File: src/rtl/sof_pkg.sv
// Package for the safety output and shared fail line block
package sof_pkg;

	// Clock rate and interval figures
	localparam int CLK_MHZ         = 100;
	localparam int WARN_LEAD_US    = 20;
	localparam int REL_DELAY_US    = 30;
	localparam int DEBOUNCE_US     = 20;
	localparam int WARN_LEAD_CYC   = WARN_LEAD_US * CLK_MHZ;
	localparam int REL_DELAY_CYC   = REL_DELAY_US * CLK_MHZ;
	localparam int DEBOUNCE_CYC    = DEBOUNCE_US * CLK_MHZ;
	localparam int CNT_W           = 12;

	// Register indices on the plain register port
	localparam logic [3:0] ADDR_CTRL   = 4'h0;
	localparam logic [3:0] ADDR_FLAGS  = 4'h1;
	localparam logic [3:0] ADDR_STATUS = 4'h2;
	localparam logic [3:0] ADDR_CHAL   = 4'h3;
	localparam logic [3:0] ADDR_RESP   = 4'h4;

	// Field positions in the enable and flag registers
	localparam int BIT_REG  = 0;
	localparam int BIT_WDI  = 1;
	localparam int BIT_WDC  = 2;
	localparam int BIT_HARD = 3;
	localparam int BIT_ASS  = 4;
	localparam int BIT_SEC  = 5;

	localparam logic [7:0] CTRL_RST  = 8'h00;
	localparam logic [7:0] CHAL_SEED = 8'h5A;

	// Fault inputs from the rest of the device
	typedef struct packed {
		logic reg_fault;
		logic wdi_event;
		logic wdi_hard;
		logic wdc_event;
		logic fault_timer;
		logic regulator_fault_counter_max;
		logic wd_cnt_max;
		logic pwrup_fail;
		logic thermal_sd;
	} sof_fault_t;

	// Power state inputs from the sequencer
	typedef struct packed {
		logic off_mode;
		logic system_on;
		logic power_on_request_ready;
		logic outputs_off;
		logic host_reset_low;
		logic self_test_flag;
		logic fuses_loaded;
	} sof_power_t;

	typedef enum logic [2:0] {
		FS_OFF, FS_WAIT_HIGH, FS_ON, FS_WARN, FS_DOWN, FS_RELDLY
	} sof_fail_st_t;

endpackage : sof_pkg

File: src/rtl/sof_top.sv
// Safety output and shared fail line logic with register port
//
// Design decisions made here: the placing of the registers and the address-and-strobe port.
module sof_top (
	input  wire logic              I_CLK_SYS,
	input  wire logic              I_RESET_N,
	input  wire logic [3:0]        i_addr,
	input  wire logic [7:0]        i_wdata,
	input  wire logic              i_wr,
	input  wire logic              i_rd,
	input  wire sof_pkg::sof_fault_t i_fault,
	input  wire sof_pkg::sof_power_t i_power,
	input  wire logic              i_active_safe_mode_fuse,
	input  wire logic              i_fail_line_enable_fuse,
	input  wire logic              i_secure_en,
	input  wire logic              i_input_undervoltage_detect,
	input  wire logic              i_shared_fail_line,
	output logic [7:0]             o_rdata,
	output logic                   o_safe_state_out_oe_n,
	output logic                   o_shared_fail_line_oe_n,
	output logic                   o_power_down_start,
	output logic                   o_powerup_go,
	output logic                   o_reload_fuses
);

	localparam logic [11:0] WARN_N = 12'(sof_pkg::WARN_LEAD_CYC);
	localparam logic [11:0] REL_N  = 12'(sof_pkg::REL_DELAY_CYC);
	localparam logic [11:0] DEB_N  = 12'(sof_pkg::DEBOUNCE_CYC);

	logic [7:0]  ctrl_r;
	logic [4:0]  flags_r;
	logic [4:0]  pend_clr_r;
	logic [7:0]  chal_r;
	logic [7:0]  lfsr_r;
	logic        chal_armed_r;
	logic        safe_low_r;
	logic        line_s1_r;
	logic        line_s2_r;
	logic [11:0] deb_cnt_r;
	logic [11:0] tmr_r;
	logic        hard_wd_r;
	logic        fail_low_r;
	logic        pdown_r;
	logic        go_r;
	logic        reload_r;
	logic [7:0]  rdata_r;
	logic        active_mode;
	logic        hard_fault;
	logic        wdi_cause;
	logic [4:0]  set_v;
	logic [4:0]  clr_v;
	logic        forced;
	logic        exit_ok;
	logic        ext_low;
	logic        internal_fault;
	logic        wr_ctrl;
	logic        wr_flags;
	logic        wr_resp;
	sof_pkg::sof_fail_st_t st_r;

	// Variant without the fuse is tied low at the pin, giving fault mode
	assign active_mode = i_active_safe_mode_fuse;

	// Hard fault shutdown sources
	assign hard_fault = i_fault.fault_timer | i_fault.regulator_fault_counter_max
		| i_fault.wd_cnt_max | i_fault.pwrup_fail
		| i_fault.thermal_sd;

	// Soft watchdog input resets use the WDI enable; hard ones (wdi_hard) are not gated
	assign wdi_cause = i_fault.wdi_event & ctrl_r[sof_pkg::BIT_WDI];

	// Per-cause flag sets gated by enables, except the active-mode latch
	always_comb begin
		set_v = '0;
		set_v[sof_pkg::BIT_REG]  = i_fault.reg_fault
			& ctrl_r[sof_pkg::BIT_REG];
		set_v[sof_pkg::BIT_WDI]  = wdi_cause;
		set_v[sof_pkg::BIT_WDC]  = i_fault.wdc_event
			& ctrl_r[sof_pkg::BIT_WDC];
		set_v[sof_pkg::BIT_HARD] = hard_fault
			& ctrl_r[sof_pkg::BIT_HARD];
		// Entry only: the latched flag must not keep setting itself
		set_v[sof_pkg::BIT_ASS]  = active_mode & forced
			& ~flags_r[sof_pkg::BIT_ASS];
	end

	// Active-mode forcing conditions
	assign forced = i_power.self_test_flag | i_fault.wdi_hard
		| flags_r[sof_pkg::BIT_WDI] | flags_r[sof_pkg::BIT_REG]
		| (i_power.off_mode & i_power.host_reset_low)
		| flags_r[sof_pkg::BIT_ASS];

	assign exit_ok = ~i_power.host_reset_low & ~i_power.self_test_flag
		& ~i_fault.reg_fault & (flags_r == '0);

	// Register strobes
	assign wr_ctrl  = i_wr & (i_addr == sof_pkg::ADDR_CTRL);
	assign wr_flags = i_wr & (i_addr == sof_pkg::ADDR_FLAGS);
	assign wr_resp  = i_wr & (i_addr == sof_pkg::ADDR_RESP);

	// Clear mask applies now or after a matching response
	always_comb begin
		clr_v = '0;
		if (wr_flags && !(active_mode && i_secure_en))
			clr_v = i_wdata[4:0];
		else if (wr_resp && chal_armed_r && i_wdata == chal_r)
			clr_v = pend_clr_r;
	end

	// Enable register
	always_ff @(posedge I_CLK_SYS) begin
		if (!I_RESET_N)
			ctrl_r <= sof_pkg::CTRL_RST;
		else if (wr_ctrl)
			ctrl_r <= i_wdata;
	end

	// Sticky flags, a set beats a clear in the same cycle
	always_ff @(posedge I_CLK_SYS) begin
		if (!I_RESET_N)
			flags_r <= '0;
		else
			flags_r <= (flags_r & ~clr_v) | set_v;
	end

	// Challenge generator runs freely
	always_ff @(posedge I_CLK_SYS) begin
		if (!I_RESET_N)
			lfsr_r <= sof_pkg::CHAL_SEED;
		else
			lfsr_r <= {lfsr_r[6:0], lfsr_r[7] ^ lfsr_r[5]
				^ lfsr_r[4] ^ lfsr_r[3]};
	end

	// Secure clear: flag write arms a challenge, any response ends it
	always_ff @(posedge I_CLK_SYS) begin
		if (!I_RESET_N) begin
			chal_armed_r <= 1'b0;
			chal_r       <= '0;
			pend_clr_r   <= '0;
		end else if (wr_flags && active_mode && i_secure_en) begin
			chal_armed_r <= 1'b1;
			chal_r       <= lfsr_r;
			pend_clr_r   <= i_wdata[4:0];
		end else if (wr_resp || wr_ctrl) begin
			chal_armed_r <= 1'b0;
			chal_r       <= '0;
			pend_clr_r   <= '0;
		end
	end

	// Safe-state output, low means the pin is pulled down
	always_ff @(posedge I_CLK_SYS) begin
		if (!I_RESET_N)
			safe_low_r <= 1'b0;
		else if (active_mode) begin
			if (i_power.fuses_loaded && !exit_ok)
				safe_low_r <= 1'b1;
			else if (exit_ok)
				safe_low_r <= 1'b0;
		end else if (i_input_undervoltage_detect)
			safe_low_r <= 1'b0;
		else if (set_v != '0)
			safe_low_r <= 1'b1;
		else if (flags_r == '0)
			safe_low_r <= 1'b0;
	end

	// Fail line pin synchroniser
	always_ff @(posedge I_CLK_SYS) begin
		if (!I_RESET_N) begin
			line_s1_r <= 1'b1;
			line_s2_r <= 1'b1;
		end else begin
			line_s1_r <= i_shared_fail_line;
			line_s2_r <= line_s1_r;
		end
	end

	// Others pulling low only counts while we release the line
	assign ext_low = ~line_s2_r & ~fail_low_r;
	assign internal_fault = hard_fault | i_fault.wdi_hard;

	// Debounce of an external low in system-on
	always_ff @(posedge I_CLK_SYS) begin
		if (!I_RESET_N)
			deb_cnt_r <= '0;
		else if (!(ext_low && i_power.system_on && i_fail_line_enable_fuse
			&& st_r == sof_pkg::FS_ON))
			deb_cnt_r <= '0;
		else if (deb_cnt_r != DEB_N)
			deb_cnt_r <= deb_cnt_r + 12'h001;
	end

	// Fail line sequencer
	always_ff @(posedge I_CLK_SYS) begin
		if (!I_RESET_N) begin
			st_r       <= sof_pkg::FS_OFF;
			tmr_r      <= '0;
			hard_wd_r  <= 1'b0;
			fail_low_r <= 1'b0;
			pdown_r    <= 1'b0;
			go_r       <= 1'b0;
			reload_r   <= 1'b0;
		end else begin
			pdown_r  <= 1'b0;
			reload_r <= 1'b0;
			unique case (st_r)
			sof_pkg::FS_OFF: begin
				fail_low_r <= i_fail_line_enable_fuse;
				go_r       <= 1'b0;
				if (i_power.power_on_request_ready) begin
					fail_low_r <= 1'b0;
					st_r       <= sof_pkg::FS_WAIT_HIGH;
				end
			end
			sof_pkg::FS_WAIT_HIGH: begin
				if (line_s2_r || !i_fail_line_enable_fuse) begin
					go_r <= 1'b1;
					st_r <= sof_pkg::FS_ON;
				end
			end
			sof_pkg::FS_ON: begin
				tmr_r <= '0;
				if (!i_fail_line_enable_fuse) begin
					if (internal_fault)
						pdown_r <= 1'b1;
					if (i_power.off_mode)
						st_r <= sof_pkg::FS_OFF;
				end else if (internal_fault) begin
					fail_low_r <= 1'b1;
					hard_wd_r  <= i_fault.wdi_hard;
					st_r       <= sof_pkg::FS_WARN;
				end else if (deb_cnt_r == DEB_N) begin
					fail_low_r <= 1'b1;
					pdown_r    <= 1'b1;
					st_r       <= sof_pkg::FS_DOWN;
				end else if (i_power.off_mode) begin
					st_r <= sof_pkg::FS_OFF;
				end
			end
			sof_pkg::FS_WARN: begin
				tmr_r <= tmr_r + 12'h001;
				if (tmr_r == WARN_N - 12'h001) begin
					pdown_r <= 1'b1;
					tmr_r   <= '0;
					st_r    <= sof_pkg::FS_DOWN;
				end
			end
			sof_pkg::FS_DOWN: begin
				if (!i_power.outputs_off)
					tmr_r <= '0;
				else if (hard_wd_r)
					st_r <= sof_pkg::FS_RELDLY;
				else
					st_r <= sof_pkg::FS_OFF;
				go_r <= 1'b0;
			end
			sof_pkg::FS_RELDLY: begin
				tmr_r <= i_power.outputs_off ? tmr_r + 12'h001 : '0;
				if (tmr_r == REL_N - 12'h001) begin
					fail_low_r <= 1'b0;
					reload_r   <= 1'b1;
					hard_wd_r  <= 1'b0;
					st_r       <= sof_pkg::FS_WAIT_HIGH;
				end
			end
			default: st_r <= sof_pkg::FS_OFF;
			endcase
		end
	end

	// Read data one cycle after the strobe, zero otherwise
	always_ff @(posedge I_CLK_SYS) begin
		if (!I_RESET_N)
			rdata_r <= '0;
		else if (!i_rd)
			rdata_r <= '0;
		else begin
			unique case (i_addr)
			sof_pkg::ADDR_CTRL:   rdata_r <= ctrl_r;
			sof_pkg::ADDR_FLAGS:  rdata_r <= {3'h0, flags_r};
			sof_pkg::ADDR_STATUS: rdata_r <= {5'h0, fail_low_r,
				~line_s2_r, safe_low_r};
			sof_pkg::ADDR_CHAL:   rdata_r <= chal_r;
			default:              rdata_r <= '0;
			endcase
		end
	end

	// Output enables are active low: low drives the pin
	assign o_rdata                 = rdata_r;
	assign o_safe_state_out_oe_n   = ~safe_low_r;
	assign o_shared_fail_line_oe_n = ~fail_low_r;
	assign o_power_down_start      = pdown_r;
	assign o_powerup_go            = go_r;
	assign o_reload_fuses          = reload_r;

	// Own count of warning cycles, apart from the sequencer's timer
	logic [11:0] warn_cyc_r;
	always_ff @(posedge I_CLK_SYS)
		warn_cyc_r <= (st_r == sof_pkg::FS_WARN)
			? warn_cyc_r + 12'h001 : '0;
endmodule : sof_top

File: config.mk
export PLATFORM = sky130hd
export DESIGN_NAME = sof_top
export DESIGN_NICKNAME = d
export VERILOG_FILES = /design/src/rtl/sof_pkg.sv /design/src/rtl/sof_top.sv
export SDC_FILE = /design/constraint.sdc
export NUM_CORES = 1
export LEC_CHECK = 0
export ABC_CLOCK_PERIOD_IN_PS = 2600
export BUFFER_PORTS_ARGS = -buffer_cell sky130_fd_sc_hd__buf_2
export CAP_MARGIN = 30
export CORE_AREA = 8 8 100 84
export CTS_BUF_LIST = sky130_fd_sc_hd__clkbuf_16
export CTS_CLUSTER_SIZE = 12
export DETAILED_ROUTE_END_ITERATION = 8
export DIE_AREA = 0 0 108 92
export PLACE_DENSITY = 0.8
export SLEW_MARGIN = 20
export SYNTH_ARGS = -nofsm -noshare
export SYNTH_HDL_FRONTEND = slang
export SYNTH_SLANG_ARGS = --single-unit
File: constraint.sdc
create_clock -name I_CLK_SYS -period 2.6 [get_ports I_CLK_SYS]
set_input_delay 0.39 -clock I_CLK_SYS [delete_from_list [all_inputs] [get_ports I_CLK_SYS]]
set_output_delay 0.39 -clock I_CLK_SYS [all_outputs]
set_load 0.005 [all_outputs]
; After elaboration in Yosys (flattened, before gate mapping)
; Cells that the tools add are included.
[totals]
register_bits = 78
output_inout_bits = 13
[op_classes]
add_sub_neg = 2
eq_ne = 24
n_mux = 48
n_bitwise = 37
reduce_logical = 35
[op_table]
columns = operator, n
row1 = case mux 12 bit (4 select lines), 1
row2 = two-way mux 12 bit, 3
row3 = case mux 8 bit (4 select lines), 1
row4 = two-way mux 3 bit, 10
row5 = adder 12 x 1 -> 12 bit (second input constant), 2
row6 = equality test 12 x 11 -> 1 bit (second input constant), 2
row7 = two-way mux 1 bit, 22
row8 = two-way mux 5 bit, 4
row9 = case mux 3 bit (6 select lines), 1
row10 = two-way mux 8 bit, 2
row11 = inequality test 2 bit (second input constant), 8
row12 = AND 1 bit, 14
row13 = equality test 12 bit (second input constant), 1
row14 = inequality test 12 x 11 -> 1 bit (second input constant), 1
row15 = AND reduction 2 bit, 6
row16 = logical AND 1 bit, 10
row17 = OR 1 bit, 10
row18 = equality test 4 x 2 -> 1 bit (second input constant), 2
row19 = equality test 8 bit, 1
row20 = AND reduction 4 bit, 2
row21 = nonzero test 4 bit, 2
row22 = inverter 1 bit, 7
row23 = equality test 3 x 2 -> 1 bit (second input constant), 2
row24 = equality test 3 bit (second input constant), 2
row25 = other kinds (21), 30

; Longest topological paths before layout
[depth]
ltp_word = 11
ltp_mapped = 6
ltp_nobuf = 6

; Least setup slack after synthesis
; No wires, ideal clock.
[synth_path]
path_kind = in2reg
from = in i_addr[3]
to = reg flags_r[0]
setup_ps = 117
arrival_time_ps = 1720
t_required_ps = 2483
slack_ps = 763
path_stages = 5
path_cell_list = or4b_1 > buf_2 > nor4_4 > nand4_1 > a32o_1
[synth_between]
elab_chain_cells = 9
[synth_lines]
columns = element, line_no
row1 = from (decl), sof_top.sv:7  ; input wire logic [3:0] i_addr,
row2 = equality test 4 x 3 -> 1 bit, sof_top.sv:99  ; assign wr_resp = i_wr & (i_addr == sof_pkg::ADDR_RESP);
row3 = AND 1 bit, sof_top.sv:99
row4 = logical AND 1 bit (2 in a row), sof_top.sv:106  ; else if (wr_resp && chal_armed_r && i_wdata == chal_r)
row5 = two-way mux 5 bit, sof_top.sv:106
row6 = two-way mux 5 bit (*), sof_top.sv:104  ; if (wr_flags && !(active_mode && i_secure_en))
row7 = inverter 5 bit (*), sof_top.sv:123  ; flags_r <= (flags_r & ~clr_v) | set_v;
row8 = AND 5 bit (*), sof_top.sv:123
row9 = OR 5 bit (*), sof_top.sv:123
row10 = to (signal assigned), sof_top.sv:123
row11 = to (decl), sof_top.sv:31  ; logic [4:0] flags_r;
; Mark *: on every way between the ends. The rest lies on a longest branch, timed or not.
; A chain may end at the register's enable or synchronous reset.

; Final worst setup path
[layout_path]
from = reg tmr_r[1]
to = reg fail_low_r
[layout_between]
elab_chain_cells = 3
[layout_lines]
columns = element, line_no
row1 = from (decl), sof_top.sv:40  ; logic [11:0] tmr_r;
row2 = from (signal assigned), sof_top.sv:243  ; tmr_r <= tmr_r + 12'h001;
row3 = from (signal assigned), sof_top.sv:260  ; tmr_r <= i_power.outputs_off ? tmr_r + 12'h001 : '0;
row4 = equality test 12 bit, sof_top.sv:261  ; if (tmr_r == REL_N - 12'h001) begin
row5 = inequality test 2 bit (no source line), --
row6 = AND reduction 4 bit (no source line), --
row7 = to (signal assigned), sof_top.sv:210  ; fail_low_r <= i_fail_line_enable_fuse;
row8 = to (decl), sof_top.sv:42  ; logic fail_low_r;
; Every way passes these cells.

==> results.cfg <==
[yosys]
synth_ff_type = dfxtp_1
syn_area_per_cell_sq_um = 8.41
netlist_top_cells_area = dfxtp_1 42%, a21oi_1 6.4%, nand2_1 4.2%
post_synth_mux_area_share = 0.0267
synth_top_cell_by_area = dfxtp_1
yosys.area_share.xor_xnor = 0.0521
syn-cell-area_sq_um = 3700
ys.warnings.count = 0
instance_count_of_the_mapped_netlist = 440
synth_top_family_by_area = simple AND/OR/NAND/NOR gates
synth-seq-area-share = 0.422
syn_nets = 480
synth.lib_cells_used.distinct = 55
synthSimpleGateAreaFrac = 0.266
synth_enable_flop_cells = 0
synth.top_cell.area_share = 0.422
synth_most_common_cell = dfxtp_1
ys_ff_latch = 78
yosys.area_share.adder = 0.0101
area_fraction_in_compound_gates_after_synthesis = 0.173
synth_async_sr_flop_share = 0
synth.top_cells.by_count = 78 x dfxtp_1, 47 x a21oi_1, 41 x nand2_1

[pwr]
combinationalPowerShare = 0.166
switching_power_mw = 0.885
power_per_cell_area_nw_per_um2 = 737
share_clk_of_total_power = 0.408
vdd_ir_max_uv = 517
seq_power_share = 0.426
power.static_leakage_nw = 1.61
internal-power_mw = 2.32
p_sw_frac = 0.276
totalPowerFinal_mw = 3.21

[clock_tree]
cts_resized = 0
root_buffer_master = clkbuf_16
post_cts_buffers = 0
cts_tree = done
hold_buffers = 0
ctsLongestPathBuffers = 2
clock_latency_ns = 0.33
cts.reportedPaths.clkPinSlew_ns = 0.06
cts-htree-levels = 3
cts_num_sinks = 78
tritoncts.num_buffers = 9

[grt]
grt_max_degree = 28
global_route.usage.total = 0.189
grt_pass1_vias = 3111
antenna_violations_before_repair = 0
globalRouteOverflowTotal = 0
grt_first_pass_wirelength_um = 15200

[timing]
max_clock_freq_ghz = 0.493
worst_pin_slew_ns = 0.661
slew_headroom = 0.554
setup_viol = 0
rsz0062_at_grt = false
timing_hold_violations_final = 0
post-route-period-util = 0.781
final.min_clock_period_ns = 2.03
finalMaxSlewViolations = 0
finalHoldWorstSlack_ns = 0.243
final.setup_skew_ns = 0.00495
timing.setup.tns_ns = 0
fin_ws_ns = 0.570

[outcome]
status = completed

[floorplan]
dieHeight_um = 92
num_io_pins = 50
core_area_sq_um = 6720
placementRows = 27
die_width_um = 108
die-area_sq_um = 9940
initial_utilization = 0.550

[setup_path]
worstSetupPathType = flip-flop to flip-flop
critical_path.max_fanout = 5
critical_path.endpoint_type = flip-flop
start_kind = flip-flop
critPathMaxStageDelay_ns = 0.66
crit_required_ns = 2.80
critical-path-slowest-cell = nor4bb_1
cp_cell_sequence = ha_1, nor4b_1, nor4bb_1, o32a_1, a211oi_1
cp_data_arrival_time_ns = 2.23

[routing]
avgViaCountPerCell = 5.90
detail_route.wl_per_cell_um = 16.2
drt_first_iter_violations = 368
detailroute.via_count = 3420
drt-pass1-iter-count = 5
postRouteAntennaNets = 0
drt-total-wl_um = 9420
route.detailed.drc = 0

[layout]
count_of_antenna_diodes_in_the_layout = 0
layout_nets = 528
final_layout_size_suffix_gt1_frac = 0.176
areaGrowthSynthToFinish_pct = 17.7
layout.core_utilization = 0.647

[place]
buffer_ports.inserted = 49
post-dp-hpwl_um = 6740
detailedPlace.worstSlack_ns = 0.368
gp_congestion = 0.962

[job]
maxCapViolations = 0

[min_path]
min-delay-path-class = primary input to flip-flop
[area by class of cell]
cell class | count | area, sq um
Clock buffer | 9 | 225
Clock inverter | 7 | 88.8
Fill cell | 565 | 2370
Inverter | 28 | 105
Multi-Input combinational cell | 313 | 1950
Sequential cell | 78 | 1560
Tap cell | 87 | 109
Timing Repair Buffer | 58 | 313
[power by group through the flow]
stage                     clock [mW]  combinational (mW)  sequential [mW]
after global placement             0               0.510             1.39
after floorplan                    0               0.418             1.32
after global routing            1.38               0.591             1.38
after CTS                       1.33               0.527             1.36
final                           1.31               0.532             1.37
after detailed placement           0               0.524             1.39
[path summary, 6_finish.rpt]
check | end | slack (ns) | depth (start not counted) | startpoint
worst max-delay path | fail_low_r$_SDFFE_PN0P_ | 0.57 | 5 | tmr_r[1]$_SDFFE_PN0P_
worst max register to register | fail_low_r$_SDFFE_PN0P_ | 0.57 | 5 | tmr_r[1]$_SDFFE_PN0P_
worst min register to register | lfsr_r[3]$_SDFF_PN1_ | 0.41 | 2 | lfsr_r[2]$_SDFF_PN0_
worst min-delay path | line_s1_r$_SDFF_PN1_ | 0.24 | 2 | i_shared_fail_line
[metal layers]
| layer | vias up | GRT usage | wire length (um) |
|---|---|---|---|
| met1 | 1584 | 0.239 | 4120 |
| met3 | 17 | 0.0517 | 812 |
| met4 | 0 | 0.0611 | 149 |
| met2 | 147 | 0.304 | 4350 |
| met5 | - | 0 | 0 |
| li1 | 1672 | - | - |
[flip-flops by register name, indices dropped and copies added, names as in the netlist, 3 cells and up]
register and count:
chal_r 8, ctrl_r 8, deb_cnt_r 12, flags_r 5, lfsr_r 8, o_rdata 8
pend_clr_r 5, st_r 3, tmr_r 12
[critical path: cells and delay by family (launching register included)]
family,cells,cell delay [ns]
AND/OR/NAND/NOR,2,1.02
AO/OA/AOI/OAI,2,0.28
adder cells (fa/ha/maj),1,0.21
flip-flops,1,0.39
[cell families (layout without fill, tap and decap cells)]
| group | count (synthesis) | in the layout |
|---|---|---|
| simple gates | 178 | 178 |
| compound gates | 103 | 103 |
| flops | 78 | 78 |
| buf+inv | 49 | 102 |
| xor+xnor | 22 | 22 |
| mux | 7 | 7 |
| fa+ha+maj | 3 | 3 |
[cell usage in the layout (no fill, tap or decap), types with 3 or more instances in the layout]
| cell | n |
|---|---|
| or2_0 | 3 |
| a211o_1 | 3 |
| nand4_1 | 10 |
| nand2b_1 | 6 |
| nor3_1 | 9 |
| nor2_1 | 25 |
| o21ai_0 | 16 |
| or3_1 | 3 |
| ha_1 | 3 |
| clkbuf_16 | 9 |
| nand2_1 | 41 |
| buf_4 | 9 |
| a21oi_1 | 47 |
| nor4_1 | 5 |
| dfxtp_1 | 78 |
| inv_1 | 26 |
| clkinv_1 | 4 |
| and3_1 | 5 |
| a32o_1 | 3 |
| nand3_1 | 27 |
| a31oi_1 | 4 |
| mux2_2 | 3 |
| or4_1 | 10 |
| nor2b_1 | 8 |
| buf_2 | 49 |
| xnor2_1 | 12 |
| nor4b_1 | 4 |
| o31ai_1 | 8 |
| or2_2 | 7 |
| xor2_1 | 10 |
| nand3b_1 | 3 |
| a211oi_1 | 6 |
[stage by stage]
step	instances	instance area [sq um]
floorplan	440	3700
global placement	564	4040
detailed placement	564	4040
CTS	580	4350
global route	580	4350
finish	580	4350
Note: power is estimated with default switching activity, not from simulation.
